File: src/include/csg_defs.vh
// Constants for the clocked split-group digital port
`ifndef CSG_DEFS_VH
`define CSG_DEFS_VH
`define CSG_LINES        8
`define CSG_TBUS_LINES   8
`define CSG_TBUS_SEL_W   3
`define CSG_DEPTH        8
`define CSG_PTR_W        3
`define CSG_CNT_W        4
`define CSG_RST_BYTE     8'h00
`define CSG_DIR_IN       1'b0
`define CSG_DIR_OUT      1'b1
`endif

File: src/core/csg_edge_det.v
// Synchroniser and selectable edge detector for the group clock
`timescale 1ns/1ps
`include "csg_defs.vh"
module csg_edge_det (
    input  wire                          clk_in,
    input  wire                          rst_n_in,
    input  wire [`CSG_TBUS_LINES-1:0]    tbus_in,
    input  wire [`CSG_TBUS_SEL_W-1:0]    sel_in,
    input  wire                          fall_in,
    output reg                           tick_out
);
    reg  [`CSG_TBUS_LINES-1:0] sync1_ff;
    reg  [`CSG_TBUS_LINES-1:0] sync2_ff;
    reg                        prev_ff;
    wire                       cur;
    wire                       nxt_tick;

    assign cur = sync2_ff[sel_in];
    // Rising or falling edge of the selected, synchronised line
    assign nxt_tick = fall_in ? (prev_ff & ~cur) : (~prev_ff & cur);

    // Two-stage synchroniser, previous sample and edge pulse
    always @(posedge clk_in or negedge rst_n_in) begin
        if (!rst_n_in) begin
            sync1_ff <= {`CSG_TBUS_LINES{1'b0}};
            sync2_ff <= {`CSG_TBUS_LINES{1'b0}};
            prev_ff  <= 1'b0;
            tick_out <= 1'b0;
        end else begin
            sync1_ff <= tbus_in;
            sync2_ff <= sync1_ff;
            prev_ff  <= cur;
            tick_out <= nxt_tick;
        end
    end
endmodule // csg_edge_det

File: src/core/csg_port.v
// Eight-line port split into one clocked input group and one clocked output group
// How it works
// Port splits into group one and group two, one input, one output.
// Any subset of lines 0-7 may form a group, contiguous or not.
// Lines outside both groups stay usable for immediate unclocked reads and writes.
// Setting both groups to the same direction is refused.
// Group data is an 8-bit word, each bit at its own line position.
// Grouped lines move data only through buffered, clock-paced transfers.
// No per-transfer status flag for captured or driven values.
// Output group drives next buffered value on the selected clock edge.
// Input group samples its lines into the buffer on the selected edge.
// Edge select chooses rising or falling edge of the group clock.
// Group clock arrives on one of the shared timing bus lines.
// No request or acknowledge handshake; only clock edges pace data.
// Empty output buffer holds last value; full input buffer flags overrun.
`timescale 1ns/1ps
`include "csg_defs.vh"
module csg_port (
    input  wire                          REF_CLK_IN,
    input  wire                          RESET_N_IN,
    input  wire [`CSG_LINES-1:0]         GRP1_MASK_IN,
    input  wire [`CSG_LINES-1:0]         GRP2_MASK_IN,
    input  wire                          GRP1_DIR_IN,
    input  wire                          GRP2_DIR_IN,
    input  wire                          CFG_WR_IN,
    input  wire                          RUN_IN,
    input  wire [`CSG_TBUS_LINES-1:0]    SHARED_TIMING_BUS_LINE_IN,
    input  wire [`CSG_TBUS_SEL_W-1:0]    TBUS_SEL_IN,
    input  wire                          EDGE_FALL_IN,
    input  wire [`CSG_LINES-1:0]         IMM_DIR_IN,
    input  wire [`CSG_LINES-1:0]         IMM_DATA_IN,
    input  wire [`CSG_LINES-1:0]         WR_DATA_IN,
    input  wire                          WR_VALID_IN,
    output reg                           WR_READY_OUT,
    output reg  [`CSG_LINES-1:0]         RD_DATA_OUT,
    output reg                           RD_VALID_OUT,
    input  wire                          RD_READY_IN,
    input  wire                          OVR_CLR_IN,
    output reg                           OVERRUN_OUT,
    output reg                           CFG_ERR_OUT,
    output reg  [`CSG_LINES-1:0]         IMM_RD_OUT,
    input  wire [`CSG_LINES-1:0]         LINE_IN,
    output reg  [`CSG_LINES-1:0]         LINE_OUT,
    output reg  [`CSG_LINES-1:0]         LINE_OE_N_OUT
);
    reg  [`CSG_LINES-1:0] in_mask_ff;
    reg  [`CSG_LINES-1:0] out_mask_ff;
    reg  [`CSG_LINES-1:0] line_s1_ff;
    reg  [`CSG_LINES-1:0] line_s2_ff;
    reg  [`CSG_LINES-1:0] grp_val_ff;
    reg  [`CSG_LINES-1:0] ob_mem_ff [0:`CSG_DEPTH-1];
    reg  [`CSG_LINES-1:0] ib_mem_ff [0:`CSG_DEPTH-1];
    reg  [`CSG_PTR_W-1:0] ob_wp_ff;
    reg  [`CSG_PTR_W-1:0] ob_rp_ff;
    reg  [`CSG_CNT_W-1:0] ob_cnt_ff;
    reg  [`CSG_PTR_W-1:0] ib_wp_ff;
    reg  [`CSG_PTR_W-1:0] ib_rp_ff;
    reg  [`CSG_CNT_W-1:0] ib_cnt_ff;
    wire                  tick;
    wire                  cfg_bad;
    wire                  ob_push;
    wire                  ob_pop;
    wire                  ib_push;
    wire                  ib_pop;
    wire                  ib_full;
    wire [`CSG_CNT_W-1:0] nxt_ob_cnt;
    wire [`CSG_CNT_W-1:0] nxt_ib_cnt;
    wire [`CSG_LINES-1:0] grp_mask;
    integer               i;
    genvar                g;
    wire [`CSG_PTR_W-1:0] nxt_head;
    wire [`CSG_LINES-1:0] in_word;
    wire [`CSG_LINES-1:0] nxt_rd_data;
    wire [`CSG_LINES-1:0] nxt_line_out;
    wire [`CSG_LINES-1:0] nxt_line_oe_n;
    wire [`CSG_LINES-1:0] nxt_imm_rd;
    wire                  ib_drop;

    // Pointer step at pointer width, so no addition widens silently
    localparam [`CSG_PTR_W-1:0] ptr_one = {{(`CSG_PTR_W-1){1'b0}}, 1'b1};

    // True when the requested directions clash or the masks overlap
    function cfg_clash;
        input                  d1;
        input                  d2;
        input [`CSG_LINES-1:0] m1;
        input [`CSG_LINES-1:0] m2;
        begin
            cfg_clash = (d1 == d2) | (|(m1 & m2));
        end
    endfunction

    // Group clock from the chosen shared timing bus line, chosen edge
    csg_edge_det u_edge (
        .clk_in   (REF_CLK_IN),
        .rst_n_in (RESET_N_IN),
        .tbus_in  (SHARED_TIMING_BUS_LINE_IN),
        .sel_in   (TBUS_SEL_IN),
        .fall_in  (EDGE_FALL_IN),
        .tick_out (tick)
    );

    assign cfg_bad  = cfg_clash(GRP1_DIR_IN, GRP2_DIR_IN, GRP1_MASK_IN, GRP2_MASK_IN);
    assign grp_mask = in_mask_ff | out_mask_ff;
    // Buffer movements: host side by valid/ready, group side paced only by detected clock edges
    assign ob_push  = WR_VALID_IN & WR_READY_OUT;
    assign ob_pop   = tick & RUN_IN & (ob_cnt_ff != {`CSG_CNT_W{1'b0}});
    assign ib_full  = (ib_cnt_ff == `CSG_DEPTH);
    assign ib_push  = tick & RUN_IN & (|in_mask_ff) & ~ib_full;
    assign ib_pop   = RD_VALID_OUT & RD_READY_IN;
    assign nxt_ob_cnt = ob_cnt_ff + {{(`CSG_CNT_W-1){1'b0}}, ob_push} - {{(`CSG_CNT_W-1){1'b0}}, ob_pop};
    assign nxt_ib_cnt = ib_cnt_ff + {{(`CSG_CNT_W-1){1'b0}}, ib_push} - {{(`CSG_CNT_W-1){1'b0}}, ib_pop};
    // Edge found the input buffer full: the sample is dropped
    assign ib_drop  = tick & RUN_IN & (|in_mask_ff) & ib_full;
    // Captured word: grouped input lines only, each at its own position
    assign in_word  = line_s2_ff & in_mask_ff;
    // Head slot of the input buffer after this cycle's pop
    assign nxt_head = ib_pop ? (ib_rp_ff + ptr_one) : ib_rp_ff;
    // A word landing in the head slot is forwarded, since the slot is not written yet
    assign nxt_rd_data = (ib_push && (nxt_head == ib_wp_ff)) ? in_word : ib_mem_ff[nxt_head];

    // Per-line pin decode: grouped lines clocked, the others immediate
    generate
        for (g = 0; g < `CSG_LINES; g = g + 1) begin : g_line
            assign nxt_line_out[g]  = out_mask_ff[g] ? grp_val_ff[g] : (~grp_mask[g] & IMM_DATA_IN[g]);
            assign nxt_line_oe_n[g] = ~(out_mask_ff[g] | (~grp_mask[g] & IMM_DIR_IN[g]));
            assign nxt_imm_rd[g]    = ~grp_mask[g] & line_s2_ff[g];
        end
    endgenerate

    // Group configuration; a clashing setting is refused and flagged
    always @(posedge REF_CLK_IN or negedge RESET_N_IN) begin
        if (!RESET_N_IN) begin
            in_mask_ff  <= {`CSG_LINES{1'b0}};
            out_mask_ff <= {`CSG_LINES{1'b0}};
            CFG_ERR_OUT <= 1'b0;
        end else if (CFG_WR_IN) begin
            CFG_ERR_OUT <= cfg_bad;
            if (!cfg_bad) begin

                in_mask_ff  <= (GRP1_DIR_IN == `CSG_DIR_IN) ? GRP1_MASK_IN : GRP2_MASK_IN;
                out_mask_ff <= (GRP1_DIR_IN == `CSG_DIR_OUT) ? GRP1_MASK_IN : GRP2_MASK_IN;
            end
        end
    end

    // Line synchroniser
    always @(posedge REF_CLK_IN or negedge RESET_N_IN) begin
        if (!RESET_N_IN) begin
            line_s1_ff <= {`CSG_LINES{1'b0}};
            line_s2_ff <= {`CSG_LINES{1'b0}};
        end else begin
            line_s1_ff <= LINE_IN;
            line_s2_ff <= line_s1_ff;
        end
    end

    // Output buffer: value held until the next edge finds data
    always @(posedge REF_CLK_IN or negedge RESET_N_IN) begin
        if (!RESET_N_IN) begin
            ob_wp_ff     <= {`CSG_PTR_W{1'b0}};
            ob_rp_ff     <= {`CSG_PTR_W{1'b0}};
            ob_cnt_ff    <= {`CSG_CNT_W{1'b0}};
            grp_val_ff   <= `CSG_RST_BYTE;
            WR_READY_OUT <= 1'b0;
            for (i = 0; i < `CSG_DEPTH; i = i + 1) begin
                ob_mem_ff[i] <= `CSG_RST_BYTE;
            end
        end else begin
            if (ob_push) begin
                ob_mem_ff[ob_wp_ff] <= WR_DATA_IN;
                ob_wp_ff            <= ob_wp_ff + ptr_one;
            end
            if (ob_pop) begin
                grp_val_ff <= ob_mem_ff[ob_rp_ff];
                ob_rp_ff   <= ob_rp_ff + ptr_one;
            end
            ob_cnt_ff    <= nxt_ob_cnt;
            WR_READY_OUT <= (nxt_ob_cnt < `CSG_DEPTH);
        end
    end

    // Input buffer and sticky overrun flag; a new overrun beats the clear
    always @(posedge REF_CLK_IN or negedge RESET_N_IN) begin
        if (!RESET_N_IN) begin
            ib_wp_ff     <= {`CSG_PTR_W{1'b0}};
            ib_rp_ff     <= {`CSG_PTR_W{1'b0}};
            ib_cnt_ff    <= {`CSG_CNT_W{1'b0}};
            OVERRUN_OUT  <= 1'b0;
            RD_VALID_OUT <= 1'b0;
            RD_DATA_OUT  <= `CSG_RST_BYTE;
            for (i = 0; i < `CSG_DEPTH; i = i + 1) begin
                ib_mem_ff[i] <= `CSG_RST_BYTE;
            end
        end else begin
            if (ib_push) begin
                ib_mem_ff[ib_wp_ff] <= in_word;
                ib_wp_ff            <= ib_wp_ff + ptr_one;
            end
            if (ib_pop) begin
                ib_rp_ff <= ib_rp_ff + ptr_one;
            end
            ib_cnt_ff <= nxt_ib_cnt;
            if (ib_drop) begin
                OVERRUN_OUT <= 1'b1;
            end else if (OVR_CLR_IN) begin
                OVERRUN_OUT <= 1'b0;
            end
            // Head of buffer presented registered, one word at a time
            RD_VALID_OUT <= (nxt_ib_cnt != {`CSG_CNT_W{1'b0}});
            RD_DATA_OUT  <= nxt_rd_data;
        end
    end

    // Pin drive: grouped lines clocked, others immediate
    always @(posedge REF_CLK_IN or negedge RESET_N_IN) begin
        if (!RESET_N_IN) begin
            LINE_OUT      <= {`CSG_LINES{1'b0}};
            LINE_OE_N_OUT <= {`CSG_LINES{1'b1}};
            IMM_RD_OUT    <= {`CSG_LINES{1'b0}};
        end else begin

            LINE_OUT      <= nxt_line_out;
            LINE_OE_N_OUT <= nxt_line_oe_n;
            IMM_RD_OUT    <= nxt_imm_rd;
        end
    end
endmodule // csg_port

File: config.mk
export PLATFORM = sky130hd
export DESIGN_NAME = csg_port
export DESIGN_NICKNAME = d
export VERILOG_FILES = /design/src/core/csg_edge_det.v /design/src/core/csg_port.v
export VERILOG_INCLUDE_DIRS = /design/src /design/src/include
export SDC_FILE = /design/constraint.sdc
export NUM_CORES = 1
export LEC_CHECK = 0
export BUFFER_PORTS_ARGS = -buffer_cell sky130_fd_sc_hd__buf_4
export CORE_MARGIN = 1.5
export CORE_UTILIZATION = 44
export CTS_BUF_LIST = sky130_fd_sc_hd__clkbuf_16
export DETAILED_ROUTE_END_ITERATION = 10
export SYNTH_ARGS = -nofsm -noshare
export SYNTH_HDL_FRONTEND = slang
export SYNTH_SLANG_ARGS = --single-unit
File: constraint.sdc
create_clock -name REF_CLK_IN -period 2.7 [get_ports REF_CLK_IN]
set_clock_uncertainty 0.15 [all_clocks]
set_input_delay 0.405 -clock REF_CLK_IN [delete_from_list [all_inputs] [get_ports REF_CLK_IN]]
set_output_delay 0.405 -clock REF_CLK_IN [all_outputs]
set_load 0.05 [all_outputs]
Word level (Yosys, flattened, before mapping). Cells that the tools add are included.

Bits in registers: 242. Input port bits: 69. Output and inout bits: 36.

Add/sub/neg operators: 8. Magnitude comparators: 8. Eq/ne operators: 3. Muxes and demuxes: 29. Bitwise logic cells: 69. Reduce and logical (&&, ||, !) cells: 9.

Operators by type and width (number): $bwmux W64 (2); $mux W8 (9); $bmux W8 S3 (2); $demux W8 S3 (2); $and A1 B1 Y1 (33); $not A1 Y1 (20); $and A8 B8 Y8 (2); $ge A4 B4 Y1 const B (4); $not A3 Y4 (4); $reduce_or A8 Y1 (2); $add A3 B1 Y3 const B (4); $mux W1 (12); $or A1 B1 Y1 (9); $add A4 B1 Y4 (2); $lt A4 B1 Y1 const B (2); $or A8 B8 Y8 (1); $reduce_bool A4 Y1 (2); $sub A4 B1 Y4 (2); $eq A4 B4 Y1 const B (1); $lt A3 B4 Y1 const B (1); $lt A4 B4 Y1 const B (1); $bmux W1 S3 (1); $eq A3 B3 Y1 (1); $logic_and A1 B1 Y1 (3); 4 further kinds (4).

Logic depth before layout (Yosys ltp).
Depth after elaboration: 7. Mapped depth: 12. Depth with buffers taken out: 12.

Modules after synthesis. Synthesis repeated with hierarchy kept, for this count alone.

Cells, all modules: 847. Area total of the unflattened synthesis: 10951.8 µm².

By module, submodules not included: csg_port (times used 1, cells an instance 819, area each 10410.0 µm², sequential area each 5615.4 µm²); csg_edge_det (times used 1, cells an instance 28, area each 541.8 µm², sequential area each 450.4 µm²).

Least setup slack after synthesis. No wires, ideal clock.

Kind: flip-flop to flip-flop. From: reg ib_cnt_ff[2]. To: reg RD_VALID_OUT. Arrival: 2.643 ns. Path slack: -0.232 ns. Stages on the path, launching flop included: 13. Clock period less this slack: 2.932 ns. Path through: dfrtp_1 -> inv_1 -> ha_1 -> nor3b_1 -> a211oi_4 -> inv_1 -> ha_1 -> inv_1 -> ha_1 -> inv_1 -> fa_1 -> inv_1 -> or4_1.

Word-level cells in the longest chain between the ends: 6.

RTL lines: start, declared (line csg_port.v:58) `` reg [`CSG_CNT_W-1:0] ib_cnt_ff; ``; start signal, assigned (line csg_port.v:188) `` ib_cnt_ff <= {`CSG_CNT_W{1'b0}}; ``; start signal, assigned (line csg_port.v:203) `ib_cnt_ff <= nxt_ib_cnt;`; $eq A4 B4 Y1 (no source line); $not A1 Y1 (line csg_port.v:109) `assign ib_push = tick & RUN_IN & (|in_mask_ff) & ~ib_full;`; $and A1 B1 Y1 (line csg_port.v:109); $add A4 B1 Y4 (line csg_port.v:112) `` assign nxt_ib_cnt = ib_cnt_ff + {{(`CSG_CNT_W-1){1'b0}}, ib_push} - {{(`CSG_CNT_W-1){1'b0}}, ib_pop}; ``; $sub A4 B1 Y4 (line csg_port.v:112); net nxt_ib_cnt[1] (line csg_port.v:67) `` wire [`CSG_CNT_W-1:0] nxt_ib_cnt; ``; $reduce_bool A4 Y1 (line csg_port.v:210) `` RD_VALID_OUT <= (nxt_ib_cnt != {`CSG_CNT_W{1'b0}}); ``; end signal, assigned (line csg_port.v:210); end, declared (line csg_port.v:36) `output reg RD_VALID_OUT,`.

The timed path passes the listed nets, and every way through them passes these cells. A chain may end at the register's enable or synchronous reset.

Worst setup path after layout.
From: reg in_mask_ff[7]. To: reg RD_VALID_OUT.

Word-level cells in the longest chain between the ends: 6.

RTL lines: start, declared (line csg_port.v:46) `` reg [`CSG_LINES-1:0] in_mask_ff; ``; start signal, assigned (line csg_port.v:134) `` in_mask_ff <= {`CSG_LINES{1'b0}}; ``; start signal, assigned (line csg_port.v:141) `` in_mask_ff <= (GRP1_DIR_IN == `CSG_DIR_IN) ? GRP1_MASK_IN : GRP2_MASK_IN; ``; $reduce_or A8 Y1 (line csg_port.v:109); $and A1 B1 Y1 (2 in a row) (line csg_port.v:109); $add A4 B1 Y4 (line csg_port.v:112); $sub A4 B1 Y4 (line csg_port.v:112); net nxt_ib_cnt[1] (line csg_port.v:67); $reduce_bool A4 Y1 (line csg_port.v:210).

The timed path passes the listed nets, and every way through them passes these cells.

==> flow_metrics.tcl <==
set metrics [dict create \
    p_comb_share_pct 39.0 \
    design_area_um2 13700 \
    port_buffers 104 \
    drcViolationCount 0 \
    dieWidth_um 161 \
    drtIter0Drc 443 \
    syn_area_um2 10900 \
    cts_buffer_depth 3 \
    yosysWarnings 0 \
    violations "setup timing" \
    setup_viol 1 \
    grt_pass1_wl_um 41700 \
    power_density_nw_per_um2 1150 \
    preCtsSetupSlack_ns -0.150 \
    maxCapViolCount 0 \
    path_cells "nor4_4 > buf_12 > a211oi_4 > inv_2 > ha_4 > inv_2 > ha_4 > inv_2 > fa_1 > inv_2 > or4_1" \
    worstPathRequired_ns 2.94 \
    grt_max_degree 75 \
    netlist.area_leader.share_pct 53.6 \
    gp_congestion 0.794 \
    syn_to_final_growth_pct 25.3 \
    tightestPinTransition_ns 0.808 \
    dp_hpwl_um 16900 \
    cts_tree "built" \
    drt_pass1_iterations 4 \
    yosys_most_used_dff "dfrtp_1" \
    hold_viol_final 0 \
    ant_nets 0 \
    dieArea_um2 25800 \
    max-slew-margin-rel_pct 46.2 \
    placed_area_um2 12400 \
    rows 57 \
    worstSetupPathType "flop to flop" \
    critical_path.max_stage_delay_ns 0.51 \
    num_antenna_cells 0 \
    grt_util_all_layers_pct 20.4 \
    wl_per_cell_um 19.0 \
    clk_latency_ns 0.53 \
    final_nets 1093 \
    p_seq_share_pct 37.1 \
    min_from "WR_DATA_IN[4]" \
    viasPerCell 5.47 \
    fin_setup_tns_ns -0.0671 \
    sw_frac_of_total_pct 35.8 \
    grt_pass1_vias 7510 \
    vdd_drop_max_uv 669 \
    grt_overflow 0 \
    avgSynthCellArea_um2 13.1 \
    critPathArrivalTime_ns 3.01 \
    start_kind "flop" \
    drive_above_1_share_pct 36.5 \
    h-tree-depth 1 \
    ys_seq_area_share_pct 55.5 \
    core_um2 24300 \
    clk_pin_slew_ns 0.06 \
    synth-edff-count 0 \
    antenna_found_initial 0 \
    drv_slew 0 \
    cts_root_buf "clkbuf_16" \
    cts_buffers 27 \
    ioPinCount 105 \
    finalWorstSetupSlack_ns -0.0671 \
    synth_seq_cells 242 \
    crit_slowest_cell "fa_1" \
    syn_inst 837 \
    endpoint_kind "flop" \
    cp_max_fo 2 \
    switching_power_mw 5.67 \
    min_period_ns 2.77 \
    start_util_pct 45.0 \
    synth_area_leaders "dfrtp_1, mux2_2, mux4_2, a21oi_1, mux2i_1" \
    routed-via-count 7368 \
    status "complete, but fails checks" \
    crit-reg2reg-launch "in_mask_ff[7]" \
    leakage_nw 6.18 \
    wl_um 25500 \
    n_fill_cell 2007 \
    synth_top_area_cell "dfrtp_1" \
    fp.dieH_um 161 \
    synthDistinctLibCells 65 \
    reg_top3 "ib_mem_ff x64, ob_mem_ff x64" \
    ys_async_sr_fraction_pct 100 \
    hold_class "input pin to flop" \
    rsz0062_at_grt "yes" \
    crit_top_cell "inv_2" \
    clock_power_share_pct 23.9 \
    startpoint "in_mask_ff[7]" \
    syn-num-nets 922 \
    fmax_mhz 361 \
    p_int_mw 10.2 \
    cts_sinks 242 \
    min_period_over_period_pct 102 \
]
-- power groups by stage --
stage / Clock (mW) / Sequential, mW / Combinational [mW]
after detailed placement: 0 / 5.94 / 6.07
final: 3.78 / 5.88 / 6.17
after floorplan: 0 / 6.23 / 3.85
after global placement: 0 / 5.90 / 5.97
after CTS: 3.88 / 5.87 / 6.15
after global routing: 4.03 / 6.05 / 6.71
-- synth_stat cells, drive strengths merged, types with 12 or more instances --
master	instances
buf	24
nor3	15
mux2	132
a21oi	53
dfrtp	234
nand3	12
a211oi	34
clkbuf	25
nand2	16
mux4	18
inv	29
nor2	58
ha	14
mux2i	24
o211ai	19
-- cell usage in the layout, fill, tap and decap left out, types with 4 or more instances in the layout --
master	count
mux2i_1	24
a31oi_1	4
buf_4	143
mux2_1	9
a22o_1	9
a2bb2oi_1	7
xnor2_1	9
inv_2	5
o2bb2ai_1	8
nor2_1	56
nand2_2	4
a211oi_1	32
nor3b_1	8
nand3_1	9
dfrtp_1	233
and2_1	8
a21oi_1	51
mux2_2	123
nor4b_1	8
nand4b_1	7
nand2_1	12
ha_1	11
o31ai_1	4
clkbuf_16	27
dfstp_2	8
dlygate4sd3_1	39
buf_12	7
nor3_1	12
o21ai_0	11
inv_1	31
o311ai_0	7
o211ai_1	18
mux4_2	18
bufinv_16	6
-- layout make-up --
| cell class | count | area, um2 | area share (%) |
|---|---|---|---|
| clock inverters | 17 | 235 | 1.72 |
| repair buffers | 191 | 1630 | 11.9 |
| flip-flops and latches | 242 | 6070 | 44.3 |
| well taps | 324 | 405 | 2.96 |
| multi-input cells | 515 | 4570 | 33.3 |
| inverters | 31 | 121 | 0.886 |
| clock buffers | 27 | 676 | 4.93 |
-- logic make-up (layout without fill, tap and decap cells) --
| logic type | Yosys count | in the layout | synth area share (%) |
|---|---|---|---|
| compound gates | 164 | 164 | 10.5 |
| mux | 174 | 174 | 19.5 |
| flops | 242 | 242 | 55.5 |
| fa+ha+maj | 16 | 16 | 1.97 |
| buf+inv | 80 | 266 | 3.14 |
| xor+xnor | 16 | 16 | 1.72 |
| simple gates | 145 | 145 | 7.71 |
-- worst max-delay path: cells and delay by family, from the launching register on --
kind | cells | cell delay (ns)
AND/OR/NAND/NOR | 2 | 0.83
adder cells (fa/ha/maj) | 3 | 0.83
flip-flops | 1 | 0.40
buffers and inverters | 5 | 0.36
AO/OA/AOI/OAI | 1 | 0.06
-- timing repair --
| action | 4_1_cts | 5_1_grt |
|---|---|---|
| setup buffers | 1 | 2 |
| hold buffers | 39 | 0 |
| resized for setup | 1 | 5 |
| pin swaps | 1 | 4 |
| endpoints found under the setup margin | 1 | 1 |
| hold endpoints to repair | 106 | 0 |
-- path summary, 6_finish.rpt --
check,cells past startpoint,end,slack (ns)
hold reg to reg,0,line_s2_ff[5],0.20
max in group asynchronous,3,LINE_OE_N_OUT[3],1.31
min in group asynchronous,2,ib_mem_ff[14],0.29
setup reg to reg,11,RD_VALID_OUT,-0.07
setup / recovery,11,RD_VALID_OUT,-0.07
hold / removal,2,ob_mem_ff[52],0.02
-- through the flow --
stage | utilization, % | total power [mW] | cells | hold slack (ns)
2_1_floorplan | - | 10.1 | 837 | -0.0406
3_3_place_gp | 50.8 | 11.9 | 1261 | 0.183
4_1_cts | 56.2 | 15.9 | 1345 | 0.000807
6_report | 56.3 | 15.8 | 1347 | 0.0223
3_5_place_dp | 50.8 | 12.0 | 1261 | 0.185
5_1_grt | 56.3 | 16.8 | 1347 | 0.0132
-- layer usage --
layer  vias up  global-route usage [%]  share of wire [%]
met2       162                    33.2                 49
met5         -                       0                  0
li1       3425                       -                  -
met4         0                    5.73                2.6
met1      3729                    29.1                 45
met3        52                    2.35                3.9
Power figures use the tool's default switching activity.
